$ cat src/ccp_defines.svh
// register indices, field positions, reset values and masks of the compare/capture array
// Operation
// - rise, fall or both edges select capture
// - capture loads base counter into capture bytes
// - interrupt request when flag and enable set
// - modules six and seven never capture
// - odd module buffers even module captures
// - compare match sets flag in timer mode
// - fast toggle output inverts pin on match
// - pwm mode, shared base counter frequency
// - 8-bit pwm low while counter below compare
// - 9-bit compare reloaded on low byte wrap
// - zero gives full high, ninth bit none
// - each channel selects its own resolution
// - buffered wide pwm applies both bytes together
// - toggle on selected-resolution pwm match
// - pair sets rising and falling edge positions
// - duty chain steps on selected overflow
// - two-bit field selects chain step source
// - dead time only modules 0/2/4 buffered
// - dead-time prescale of 1, 2, 4 or 8
// - dead time counts 0 to 63 periods
// - resolution field and overflow on wrap
// - hardware sets flag, software clears it
`ifndef CCP_DEFINES_SVH
`define CCP_DEFINES_SVH
`define CCP_NMOD 8
`define CCP_IDX_FSEL 8'ha4
`define CCP_IDX_DTC 8'hbc
`define CCP_IDX_MODE0 8'hda
`define CCP_IDX_HI0 8'hc0
`define CCP_IDX_LO0 8'hc8
`define CCP_IDX_AUX0 8'hd0
`define CCP_IDX_BME 8'hd8
`define CCP_RST_BYTE 8'h00
`define CCP_AUX_MASK 8'hcf
`define CCP_FSEL_MASK 8'h3f
`define CCP_FLAG_BIT 3
`define CCP_INV_BIT 2
`define CCP_ECAPH_BIT 1
`define CCP_ECAPL_BIT 0
`define CCP_RES_MSB 7
`define CCP_RES_LSB 6
`define CCP_FSEL_MSB 3
`define CCP_FSEL_LSB 2
`define CCP_MASK8 16'h00ff
`define CCP_MASK10 16'h03ff
`define CCP_MASK12 16'h0fff
`define CCP_MASK16 16'hffff
`define CCP_DT_MSB 5
`define CCP_PS_MSB 7
`define CCP_PS_LSB 6
`endif

$ cat src/ccp_pkg.sv
// types and shared decode functions of the compare/capture array
`include "ccp_defines.svh"
package ccp_pkg;
   typedef struct packed {
      logic dte;
      logic ecom;
      logic capp;
      logic capn;
      logic mat;
      logic tog;
      logic pwm;
      logic eccf;
   } ccp_mode_s;

   typedef struct packed {
      logic hi;
      logic lo;
   } ccp_dt_s;

   typedef enum logic [2:0] {FN_NONE, FN_CAP, FN_TIMER, FN_HSO, FN_PWM, FN_TOGGLE_ON_PULSE_MATCH, FN_FIFO}
      ccp_func_e;

   function automatic ccp_func_e ccp_decode(input ccp_mode_s m, input logic cap_ok);
      ccp_func_e f;
      f = FN_NONE;
      if (cap_ok && (m.capp || m.capn) && !m.mat && !m.tog && !m.pwm) f = FN_CAP;
      else if (m.ecom && !m.capp && !m.capn && m.mat && !m.pwm) f = m.tog ? FN_HSO : FN_TIMER;
      else if (m.ecom && !m.capp && !m.capn && !m.mat && m.pwm) f = m.tog ? FN_TOGGLE_ON_PULSE_MATCH : FN_PWM;
      else if (m.ecom && !m.capp && m.capn && !m.mat && !m.tog && m.pwm) f = FN_FIFO;
      return f;
   endfunction

   function automatic logic [15:0] ccp_mask(input logic [1:0] res);
      logic [15:0] mk;
      mk = (res == 2'h0) ? `CCP_MASK8 : (res == 2'h1) ? `CCP_MASK10 :
           (res == 2'h2) ? `CCP_MASK12 : `CCP_MASK16;
      return mk;
   endfunction

   function automatic logic ccp_wrap(input logic [15:0] mk, input logic [15:0] prev,
                                     input logic [15:0] cur);
      return ((prev & mk) == mk) && ((cur & mk) == 16'h0000);
   endfunction

   function automatic logic ccp_hit(input logic [7:0] idx, input logic [7:0] target);
      return idx == target;
   endfunction
endpackage

$ cat src/ccp_deadtime.sv
// dead-time generator making a complementary output pair from one pwm level
`timescale 1ns/1ps
module ccp_deadtime (
   input wire logic hclk,
   input wire logic hresetn,
   input wire logic enable,
   input wire logic [1:0] prescale,
   input wire logic [5:0] dead_count,
   input wire logic level,
   output ccp_pkg::ccp_dt_s pair
);
   import ccp_pkg::*;
   logic [2:0] pre_r;
   logic [5:0] cnt_r;
   logic last_r;
   logic hi_r;
   logic lo_r;
   logic [2:0] pre_mask;
   logic tick;
   logic bypass;

   // code 11 divides by eight, the widest prescale
   assign pre_mask = (prescale == 2'h0) ? 3'h0 : (prescale == 2'h1) ? 3'h1 :
                     (prescale == 2'h2) ? 3'h3 : 3'h7;
   assign tick = (pre_r & pre_mask) == pre_mask;
   assign bypass = !enable || (dead_count == 6'h00);

   always_ff @(posedge hclk or negedge hresetn) begin
      if (!hresetn) begin
         pre_r <= 3'h0;
         cnt_r <= 6'h00;
         last_r <= 1'h0;
         hi_r <= 1'h0;
         lo_r <= 1'h0;
      end else begin
         pre_r <= pre_r + 3'h1;
         last_r <= level;
         if (bypass) begin
            cnt_r <= 6'h00;
            hi_r <= level;
            lo_r <= ~level;
         end else if (level != last_r) begin
            // both sides off for the whole dead period
            cnt_r <= dead_count;
            hi_r <= 1'h0;
            lo_r <= 1'h0;
         end else if (cnt_r != 6'h00) begin
            if (tick) cnt_r <= cnt_r - 6'h01;
         end else begin
            hi_r <= level;
            lo_r <= ~level;
         end
      end
   end

   assign pair.hi = hi_r;
   assign pair.lo = lo_r;
endmodule

$ cat src/ccp_edge.sv
// two-flop synchroniser and edge detector for one capture pin
`timescale 1ns/1ps
module ccp_edge (
   input wire logic hclk,
   input wire logic hresetn,
   input wire logic pin_raw,
   output logic rise,
   output logic fall
);
   logic meta_r;
   logic sync_r;
   logic prev_r;

   // first flop feeds only the second
   always_ff @(posedge hclk or negedge hresetn) begin
      if (!hresetn) begin
         meta_r <= 1'h0;
         sync_r <= 1'h0;
         prev_r <= 1'h0;
      end else begin
         meta_r <= pin_raw;
         sync_r <= meta_r;
         prev_r <= sync_r;
      end
   end

   assign rise = sync_r & ~prev_r;
   assign fall = ~sync_r & prev_r;
endmodule

$ cat src/ccp_top.sv
// compare/capture array mode logic with its ahb-lite register slave
`timescale 1ns/1ps
`include "ccp_defines.svh"
module ccp_top (
   input wire logic hclk,
   input wire logic hresetn,
   input wire logic hsel,
   input wire logic [31:0] haddr,
   input wire logic [1:0] htrans,
   input wire logic hwrite,
   input wire logic [2:0] hsize,
   input wire logic [31:0] hwdata,
   input wire logic hready,
   output logic [31:0] hrdata,
   output logic hreadyout,
   output logic hresp,
   input wire logic [7:0] base_counter_high,
   input wire logic [7:0] base_counter_low,
   input wire logic timer0_overflow,
   input wire logic timer1_overflow,
   input wire logic timer3_overflow,
   input wire logic serial0_timer_overflow,
   input wire logic [7:0] module_io_pin_in,
   output logic [7:0] module_io_pin_out,
   output logic [7:0] module_io_pin_oe,
   output logic [7:0] module_irq,
   output ccp_pkg::ccp_dt_s [2:0] dead_time_pair
);
   import ccp_pkg::*;

   localparam int NM = `CCP_NMOD;

   // register file
   ccp_mode_s mode_r [NM];
   logic [7:0] lo_r [NM];
   logic [7:0] hi_r [NM];
   logic [7:0] aux_r [NM];
   logic [15:0] act_r [NM];
   logic [1:0] step_r [NM];
   logic [7:0] lvl_r;
   logic [7:0] fsel_r;
   logic [7:0] dtc_r;
   logic [2:0] bme_r;

   // bus state
   logic dph_wr_r;
   logic rd_wait_r;
   logic [7:0] idx_r;
   logic idx_ok_r;
   logic [31:0] hrdata_r;
   logic [7:0] rd_byte;

   // shared timing
   logic [15:0] count;
   logic [15:0] cnt_prev_r;
   logic cnt_step;
   logic chain_step_event;
   logic [7:0] rise;
   logic [7:0] fall;
   logic [7:0] cap_ev_v;
   logic [7:0] pwm_eq_v;

   // named bus decode
   logic aph;
   logic wr_ok;
   logic [7:0] wbyte;

   assign count = {base_counter_high, base_counter_low};
   // matches count once per counter value, not per system clock
   assign cnt_step = count != cnt_prev_r;

   assign aph = hsel & htrans[1] & hready;
   assign wr_ok = dph_wr_r & idx_ok_r;
   assign wbyte = hwdata[7:0];

   // zero-wait writes, one wait state on reads so read data leaves a flop
   assign hreadyout = ~rd_wait_r;
   assign hresp = 1'h0;
   assign hrdata = hrdata_r;

   always_ff @(posedge hclk or negedge hresetn) begin
      if (!hresetn) begin
         dph_wr_r <= 1'h0;
         rd_wait_r <= 1'h0;
         idx_r <= 8'h00;
         idx_ok_r <= 1'h0;
         hrdata_r <= 32'h0000_0000;
         cnt_prev_r <= 16'h0000;
      end else begin
         dph_wr_r <= aph & hwrite;
         rd_wait_r <= aph & ~hwrite;
         if (aph) begin
            idx_r <= haddr[9:2];
            idx_ok_r <= (haddr[31:10] == 22'h00_0000) && (haddr[1:0] == 2'h0);
         end
         if (rd_wait_r) hrdata_r <= {24'h00_0000, rd_byte};
         cnt_prev_r <= count;
      end
   end

   // read select, unmapped indices read zero
   always_comb begin
      rd_byte = 8'h00;
      if (idx_ok_r) begin
         if (ccp_hit(idx_r, `CCP_IDX_FSEL)) rd_byte = fsel_r;
         if (ccp_hit(idx_r, `CCP_IDX_DTC)) rd_byte = dtc_r;
         if (ccp_hit(idx_r, `CCP_IDX_BME)) rd_byte = {5'h00, bme_r};
         for (int n = 0; n < NM; n++) begin
            if (ccp_hit(idx_r, 8'(`CCP_IDX_MODE0 + n))) rd_byte = mode_r[n];
            if (ccp_hit(idx_r, 8'(`CCP_IDX_LO0 + n))) rd_byte = lo_r[n];
            if (ccp_hit(idx_r, 8'(`CCP_IDX_HI0 + n))) rd_byte = hi_r[n];
            if (ccp_hit(idx_r, 8'(`CCP_IDX_AUX0 + n))) rd_byte = aux_r[n];
         end
      end
   end

   // array-wide control registers
   always_ff @(posedge hclk or negedge hresetn) begin
      if (!hresetn) begin
         fsel_r <= `CCP_RST_BYTE;
         dtc_r <= `CCP_RST_BYTE;
         bme_r <= 3'h0;
      end else begin
         if (wr_ok && ccp_hit(idx_r, `CCP_IDX_FSEL)) fsel_r <= wbyte & `CCP_FSEL_MASK;
         if (wr_ok && ccp_hit(idx_r, `CCP_IDX_DTC)) dtc_r <= wbyte;
         if (wr_ok && ccp_hit(idx_r, `CCP_IDX_BME)) bme_r <= wbyte[2:0];
      end
   end

   // duty-chain step source
   assign chain_step_event =
      (fsel_r[`CCP_FSEL_MSB:`CCP_FSEL_LSB] == 2'h0) ? timer0_overflow :
      (fsel_r[`CCP_FSEL_MSB:`CCP_FSEL_LSB] == 2'h1) ? timer1_overflow :
      (fsel_r[`CCP_FSEL_MSB:`CCP_FSEL_LSB] == 2'h2) ? timer3_overflow :
      serial0_timer_overflow;

   for (genvar n = 0; n < NM; n++) begin : g_mod
      localparam logic CAP_OK = (n < 6);
      localparam int PK = (n < 6) ? n / 2 : 0;
      localparam int PN = n ^ 1;
      localparam int PV = (n > 0) ? n - 1 : 0;
      localparam int NX = (n == NM - 1) ? n : n + 1;
      localparam logic IS_ODD = (n % 2 == 1);

      ccp_func_e fn;
      logic pair_buf;
      logic [15:0] mk;
      logic [15:0] cmp16;
      logic res8;
      logic ovf;
      logic eq16;
      logic cmp_ev;
      logic buf_ev;
      logic reload8;
      logic [16:0] cnt_m;
      logic [16:0] pwm_val;
      logic pwm_low;
      logic pwm_eq;
      logic [7:0] duty;
      logic fifo_low;
      logic we_mode;
      logic we_lo;
      logic we_hi;
      logic we_aux;
      logic flag_set;

      ccp_edge u_edge (
         .hclk(hclk),
         .hresetn(hresetn),
         .pin_raw(module_io_pin_in[n]),
         .rise(rise[n]),
         .fall(fall[n])
      );

      assign fn = ccp_decode(mode_r[n], CAP_OK);
      assign pair_buf = CAP_OK & bme_r[PK];
      assign mk = ccp_mask(aux_r[n][`CCP_RES_MSB:`CCP_RES_LSB]);
      assign cmp16 = {hi_r[n], lo_r[n]};
      assign res8 = aux_r[n][`CCP_RES_MSB:`CCP_RES_LSB] == 2'h0;
      assign ovf = ccp_wrap(mk, cnt_prev_r, count);

      assign cap_ev_v[n] = (fn == FN_CAP) &
         ((mode_r[n].capp & rise[n]) | (mode_r[n].capn & fall[n]));
      assign buf_ev = IS_ODD & pair_buf & cap_ev_v[PV];

      assign eq16 = cnt_step && (count == cmp16);
      assign cmp_ev = ((fn == FN_TIMER) || (fn == FN_HSO)) && eq16;

      // wide modes compare the masked counter, buffered ones a snapshot
      assign cnt_m = {1'h0, count & mk};
      assign pwm_val = res8 ? {8'h00, aux_r[n][`CCP_ECAPL_BIT], lo_r[n]} :
         {1'h0, pair_buf ? act_r[n] : (cmp16 & mk)};
      assign pwm_low = cnt_m < pwm_val;
      assign pwm_eq = cnt_step && (cnt_m == pwm_val);
      assign pwm_eq_v[n] = pwm_eq;
      assign reload8 = res8 && ovf && ((fn == FN_PWM) || (fn == FN_TOGGLE_ON_PULSE_MATCH));

      assign duty = (step_r[n] == 2'h0) ? lo_r[n] : (step_r[n] == 2'h1) ? hi_r[n] :
                    (step_r[n] == 2'h2) ? lo_r[NX] : hi_r[NX];
      assign fifo_low = base_counter_low < duty;

      assign we_mode = wr_ok && ccp_hit(idx_r, 8'(`CCP_IDX_MODE0 + n));
      assign we_lo = wr_ok && ccp_hit(idx_r, 8'(`CCP_IDX_LO0 + n));
      assign we_hi = wr_ok && ccp_hit(idx_r, 8'(`CCP_IDX_HI0 + n));
      assign we_aux = wr_ok && ccp_hit(idx_r, 8'(`CCP_IDX_AUX0 + n));
      assign flag_set = cap_ev_v[n] | cmp_ev;

      always_ff @(posedge hclk or negedge hresetn) begin
         if (!hresetn) mode_r[n] <= `CCP_RST_BYTE;
         else if (we_mode) mode_r[n] <= wbyte;
      end

      // hardware loads win over a software write in the same cycle
      always_ff @(posedge hclk or negedge hresetn) begin
         if (!hresetn) begin
            lo_r[n] <= `CCP_RST_BYTE;
            hi_r[n] <= `CCP_RST_BYTE;
         end else if (cap_ev_v[n]) begin
            lo_r[n] <= base_counter_low;
            hi_r[n] <= base_counter_high;
         end else if (buf_ev) begin
            lo_r[n] <= lo_r[PV];
            hi_r[n] <= hi_r[PV];
         end else begin
            if (reload8) lo_r[n] <= hi_r[n];
            else if (we_lo) lo_r[n] <= wbyte;
            if (we_hi) hi_r[n] <= wbyte;
         end
      end

      always_ff @(posedge hclk or negedge hresetn) begin
         if (!hresetn) begin
            aux_r[n] <= `CCP_RST_BYTE;
         end else begin
            if (we_aux) aux_r[n] <= wbyte & `CCP_AUX_MASK;
            if (reload8) aux_r[n][`CCP_ECAPL_BIT] <= aux_r[n][`CCP_ECAPH_BIT];
            if (flag_set) aux_r[n][`CCP_FLAG_BIT] <= 1'h1;
         end
      end

      // both bytes move together at the period boundary
      always_ff @(posedge hclk or negedge hresetn) begin
         if (!hresetn) act_r[n] <= 16'h0000;
         else if (ovf) act_r[n] <= cmp16 & mk;
      end

      always_ff @(posedge hclk or negedge hresetn) begin
         if (!hresetn) step_r[n] <= 2'h0;
         else if (fn != FN_FIFO) step_r[n] <= 2'h0;
         else if (chain_step_event) step_r[n] <= step_r[n] + 2'h1;
      end

      always_ff @(posedge hclk or negedge hresetn) begin
         if (!hresetn) begin
            lvl_r[n] <= 1'h0;
         end else begin
            unique case (fn)
               FN_NONE, FN_CAP, FN_TIMER: lvl_r[n] <= lvl_r[n];
               FN_HSO: if (eq16) lvl_r[n] <= ~lvl_r[n];
               FN_PWM: lvl_r[n] <= ~pwm_low;
               FN_TOGGLE_ON_PULSE_MATCH: begin
                  // even module of a buffered pair: own match rises, partner falls
                  if (!IS_ODD && pair_buf) begin
                     if (pwm_eq) lvl_r[n] <= 1'h1;
                     else if (pwm_eq_v[PN]) lvl_r[n] <= 1'h0;
                  end else if (pwm_eq) begin
                     lvl_r[n] <= ~lvl_r[n];
                  end
               end
               FN_FIFO: lvl_r[n] <= ~fifo_low;
            endcase
         end
      end

      assign module_io_pin_out[n] = lvl_r[n] ^ aux_r[n][`CCP_INV_BIT];
      assign module_io_pin_oe[n] = (fn == FN_HSO) || (fn == FN_PWM) ||
                                   (fn == FN_TOGGLE_ON_PULSE_MATCH) || (fn == FN_FIFO);
      assign module_irq[n] = aux_r[n][`CCP_FLAG_BIT] & mode_r[n].eccf;
   end

   for (genvar k = 0; k < 3; k++) begin : g_dt
      logic dt_en;
      assign dt_en = mode_r[2 * k].dte & bme_r[k];
      ccp_deadtime u_dt (
         .hclk(hclk),
         .hresetn(hresetn),
         .enable(dt_en),
         .prescale(dtc_r[`CCP_PS_MSB:`CCP_PS_LSB]),
         .dead_count(dtc_r[`CCP_DT_MSB:0]),
         .level(module_io_pin_out[2 * k]),
         .pair(dead_time_pair[k])
      );
   end
endmodule

$ cat config.mk
export PLATFORM = sky130hd
export DESIGN_NAME = ccp_top
export DESIGN_NICKNAME = d
export VERILOG_FILES = /design/src/ccp_pkg.sv /design/src/ccp_deadtime.sv /design/src/ccp_edge.sv /design/src/ccp_top.sv
export VERILOG_INCLUDE_DIRS = /design/src
export SDC_FILE = /design/constraint.sdc
export NUM_CORES = 2
export LEC_CHECK = 0
export BUFFER_PORTS_ARGS = -buffer_cell sky130_fd_sc_hd__buf_2
export CORE_MARGIN = 3
export CORE_UTILIZATION = 40
export CTS_BUF_LIST = sky130_fd_sc_hd__clkbuf_16
export CTS_CLUSTER_SIZE = 12
export DETAILED_ROUTE_END_ITERATION = 6
export GPL_TIMING_DRIVEN = 0
export PLACE_DENSITY = 0.54
export REMOVE_ABC_BUFFERS = 1
export SLEW_MARGIN = 0
export SYNTH_ARGS = -nofsm -noshare
export SYNTH_HDL_FRONTEND = slang
export SYNTH_SLANG_ARGS = --single-unit
$ cat constraint.sdc
create_clock -name hclk -period 3.5 [get_ports hclk]
set_clock_uncertainty 0.1 [all_clocks]
set_input_delay 0.525 -clock hclk [delete_from_list [all_inputs] [get_ports hclk]]
set_output_delay 0.525 -clock hclk [all_outputs]
set_load 0.02 [all_outputs]
==> load_flow_metrics.sql <==
INSERT INTO impl_metrics (metric_group, metric, value, unit) VALUES
('die', 'num_io_pins', '166', ''),
('power', 'worst_ir_drop_vdd', '0.000399', 'V'),
('clock_tree', 'tritoncts.num_buffers', '57', ''),
('yosys', 'synthXorXnorAreaFrac', '0.0413', ''),
('worst_setup_path', 'worst-endpoint-arrival', '3.93', 'ns'),
('worst_setup_path', 'buffers_and_inverters_on_the_worst_path', '0', ''),
('clock_tree', 'worstSkewPairLatency', '0.65', 'ns'),
('placement', 'dp_hpwl', '87900', 'um'),
('die', 'floorplan.die.height', '300', 'um'),
('sta', 'worst_hold_slack', '0.0285', 'ns'),
('worst_setup_path', 'worstSetupPathDepth', '8', ''),
('worst_setup_path', 'rrSetupSlack', '-0.03', 'ns'),
('yosys', 'synth.most_common_cell', 'sky130_fd_sc_hd__dfrtp_1', ''),
('die', 'num_rows', '107', ''),
('yosys', 'synth.largest_area_cell', 'sky130_fd_sc_hd__dfrtp_1', ''),
('power', 'power.switching_fraction', '0.337', ''),
('yosys', 'ys_async_sr_fraction', '1.00', ''),
('worst_setup_path', 'cell_with_the_biggest_individual_delay_on_the_critical_path', 'sky130_fd_sc_hd__dfrtp_4', ''),
('routing', 'final_antenna_violating_net_count', '0', ''),
('power', 'cell_internal_pwr', '10.4', 'mW'),
('die', 'die_width', '300', 'um'),
('worst_setup_path', 'worstPathMaxFanout', '35', ''),
('yosys', 'synth_cells', '3827', ''),
('routing', 'drtPass1Iterations', '7', ''),
('global_route', 'grt_first_pass_wirelength', '200000', 'um'),
('clock_tree', 'clock_edge_transition_at_the_registers_on_the_reported_setup_and_hold_paths', '0.06', 'ns'),
('sta', 'slew_headroom', '0.0521', ''),
('routing', 'detailroute.via_count', '30400', ''),
('sta', 'min_period', '3.53', 'ns'),
('yosys', 'yosys_register_bits', '466', ''),
('power', 'leakagePower', '16.4', 'nW'),
('power', 'fin_total_pwr', '15.7', 'mW'),
('die', 'core_region_area', '85400', 'um2'),
('layout', 'finalInstanceArea', '37900', 'um2'),
('sta', 'max_freq', '0.284', 'GHz'),
('worst_hold_path', 'hold_depth', '4', ''),
('global_route', 'first_global_vias', '28900', ''),
('clock_tree', 'cts.root.buffer_cell', 'sky130_fd_sc_hd__clkbuf_16', ''),
('yosys', 'synth_top_family_by_area', 'compound AO/OA/AOI/OAI gates', ''),
('yosys', 'synth_compound_gate_area_share', '0.167', ''),
('yosys', 'synth.cells.most_frequent', 'sky130_fd_sc_hd__dfrtp_1, sky130_fd_sc_hd__nor2_1, sky130_fd_sc_hd__nand2_1, sky130_fd_sc_hd__o21ai_0', ''),
('worst_hold_path', 'timing.hold.worst.class', 'in2reg', ''),
('sta', 'final_min_period_over_clock_period', '1.01', ''),
('yosys', 'post_synth.cell_area_avg', '9.04', 'um2'),
('worst_setup_path', 'cp_cell_sequence', 'and4bb_2, and2_0, a22o_1, a211oi_1, o21ai_0, nor4b_2, o21ai_1, a21oi_1', ''),
('clock_tree', 'clock_sink_count', '466', ''),
('placement', 'post_dp_cell_area', '35300', 'um2'),
('yosys', 'synth-edff-count', '0', ''),
('layout', 'area.growth.synth_to_final', '9.56', '%'),
('worst_setup_path', 'r2r_start', 'idx_r[2]$_DFFE_PN0P_', ''),
('placement', 'numPlacedInstances', '4751', ''),
('power', 'cellPowerDensity', '414', 'nW/um2'),
('yosys', 'yosys.area_share.simple', '0.166', ''),
('sta', 'post-route-worst-setup-slack', '-0.0253', 'ns'),
('worst_setup_path', 'critPathCapture', 'hrdata[0]$_DFFE_PN0P_', ''),
('yosys', 'post_synth_fa_ha_maj_area_fraction', '0.0803', ''),
('worst_setup_path', 'worst_r2r_path_depth', '8', ''),
('worst_setup_path', 'slowest_delay', '0.67', 'ns'),
('yosys', 'yosys-mux-area-fraction', '0.151', ''),
('routing', 'detail_route.drc_violations', '0', ''),
('run_status', 'status', 'complete, but fails checks', ''),
('worst_setup_path', 'critPathTopFamily', 'compound AO/OA/AOI/OAI gates', ''),
('sta', 'report.final.setup_viol', '2', ''),
('yosys', 'synth.area.top_cells', 'sky130_fd_sc_hd__dfrtp_1, sky130_fd_sc_hd__ha_1, sky130_fd_sc_hd__mux2i_1', ''),
('power', 'p_comb_frac', '0.173', ''),
('worst_setup_path', 'crit_path_start', 'idx_r[2]$_DFFE_PN0P_', ''),
('yosys', 'synth-main-ff-cell', 'sky130_fd_sc_hd__dfrtp_1', ''),
('die', 'start_util', '0.405', ''),
('yosys', 'netlist.area_leader.share', '0.337', ''),
('run_status', 'violations_in_the_final_reports', 'negative setup slack', ''),
('die', 'die-area', '90000', 'um2');
power by group through the flow:
stage / combinational [mW] / sequential, mW / clock, mW
after floorplan: 1.64 / 6.25 / 0
after global placement: 2.55 / 6.81 / 0
after detailed placement: 2.60 / 6.81 / 0
after CTS: 2.65 / 6.72 / 6.32
after global routing: 2.99 / 6.77 / 6.54
final: 2.71 / 6.76 / 6.23
cell families (layout without fill, tap and decap cells):
group	after synthesis	count (layout)
flops	466	466
buf+inv	457	354
compound gates	910	910
xor+xnor	163	163
fa+ha+maj	222	222
mux	490	490
simple gates	1118	1118
other cells	1	28
stage by stage:
| step | setup WS (ns) | utilization | TNS (ns) |
|---|---|---|---|
| finish | -0.0253 | 0.444 | -0.0449 |
| global route | -0.0422 | 0.444 | -0.0422 |
| CTS | 0.00313 | 0.440 | 0 |
| detailed placement | -1.83 | 0.413 | -199.78 |
| global placement | -8.49 | 0.410 | -4191.62 |
| floorplan | 0.0902 | - | 0 |
worst register-to-register path, cell delays in order (launching register included):
cell and delay (ns):
sky130_fd_sc_hd__dfrtp_4 0.67, sky130_fd_sc_hd__and4bb_2 0.44, sky130_fd_sc_hd__and2_0 0.27, sky130_fd_sc_hd__a22o_1 0.23, sky130_fd_sc_hd__a211oi_1 0.53, sky130_fd_sc_hd__o21ai_0 0.27
sky130_fd_sc_hd__nor4b_2 0.24, sky130_fd_sc_hd__o21ai_1 0.50, sky130_fd_sc_hd__a21oi_1 0.14
cell usage in the layout (no fill, tap or decap), types with 38 or more instances in the layout:
cell	instances
sky130_fd_sc_hd__dfrtp_1	445
sky130_fd_sc_hd__nor2_1	321
sky130_fd_sc_hd__nand2_1	270
sky130_fd_sc_hd__o21ai_0	264
sky130_fd_sc_hd__mux2i_1	257
sky130_fd_sc_hd__a21oi_1	256
sky130_fd_sc_hd__mux2_2	222
sky130_fd_sc_hd__ha_1	220
sky130_fd_sc_hd__xor2_1	114
sky130_fd_sc_hd__buf_2	100
sky130_fd_sc_hd__inv_1	97
sky130_fd_sc_hd__nand3_1	74
sky130_fd_sc_hd__a22oi_1	72
sky130_fd_sc_hd__nand4_1	62
sky130_fd_sc_hd__clkbuf_16	58
sky130_fd_sc_hd__xnor2_1	49
sky130_fd_sc_hd__nor2b_1	47
sky130_fd_sc_hd__a211oi_1	45
sky130_fd_sc_hd__nor4_1	43
sky130_fd_sc_hd__and2_1	38
sky130_fd_sc_hd__nor3_1	38
sequential cells by signal, indices dropped and copies added (netlist names), 6 cells and up:
register / cells
cnt_prev_r: 16
hrdata: 8
idx_r: 8
dtc_r: 8
fsel_r: 6
g_mod.cmp16: 128
g_mod.u_edge.sync_r: 6
lvl_r: 8
g_mod.u_edge.prev_r: 6
aux_r: 48
g_dt.u_dt.cnt_r: 18
step_r: 16
g_mod.u_edge.meta_r: 6
mode_r: 64
g_dt.u_dt.pre_r: 9
act_r: 96
worst min-delay path by stage:
stage	from	end	slack, ns
after detailed placement	g_mod[1].u_edge.meta_r$_DFF_PN0_	g_mod[1].u_edge.sync_r$_DFF_PN0_	0.24
after CTS	haddr[21]	idx_ok_r$_DFFE_PN0P_	0.002
after floorplan	hresetn	act_r[100]$_DFFE_PN0P_	0.13
after global routing	haddr[8]	idx_r[6]$_DFFE_PN0P_	0.03
final	haddr[21]	idx_ok_r$_DFFE_PN0P_	0.03
after global placement	g_mod[1].u_edge.meta_r$_DFF_PN0_	g_mod[1].u_edge.sync_r$_DFF_PN0_	0.23
layout make-up:
cell class	instances	area, um2	area share
Multi-Input combinational cell	2928	21300	0.563
Sequential cell	466	11700	0.309
Clock buffer	58	1450	0.0383
Tap cell	1144	1430	0.0378
Timing Repair Buffer	162	1180	0.0311
Clock inverter	45	448	0.0118
Inverter	89	338	0.00891
Antenna cell	3	7.51	0.000198
per-layer routing:
layer	global-route usage	routed length, um	vias up
met4	0.106	5360	2
met1	0.420	59700	15100
met5	0	13	-
li1	-	-	13500
met2	0.460	59900	1420
met3	0.0445	11100	296
timing repair:
item                                    CTS  global route
gates resized for setup                  63            42
hold buffers                             10             0
setup buffers                            11            17
hold endpoints to repair                113             0
endpoints found under the setup margin  257            39
pin swaps                                 2             2
Power figures use the tool's default switching activity.
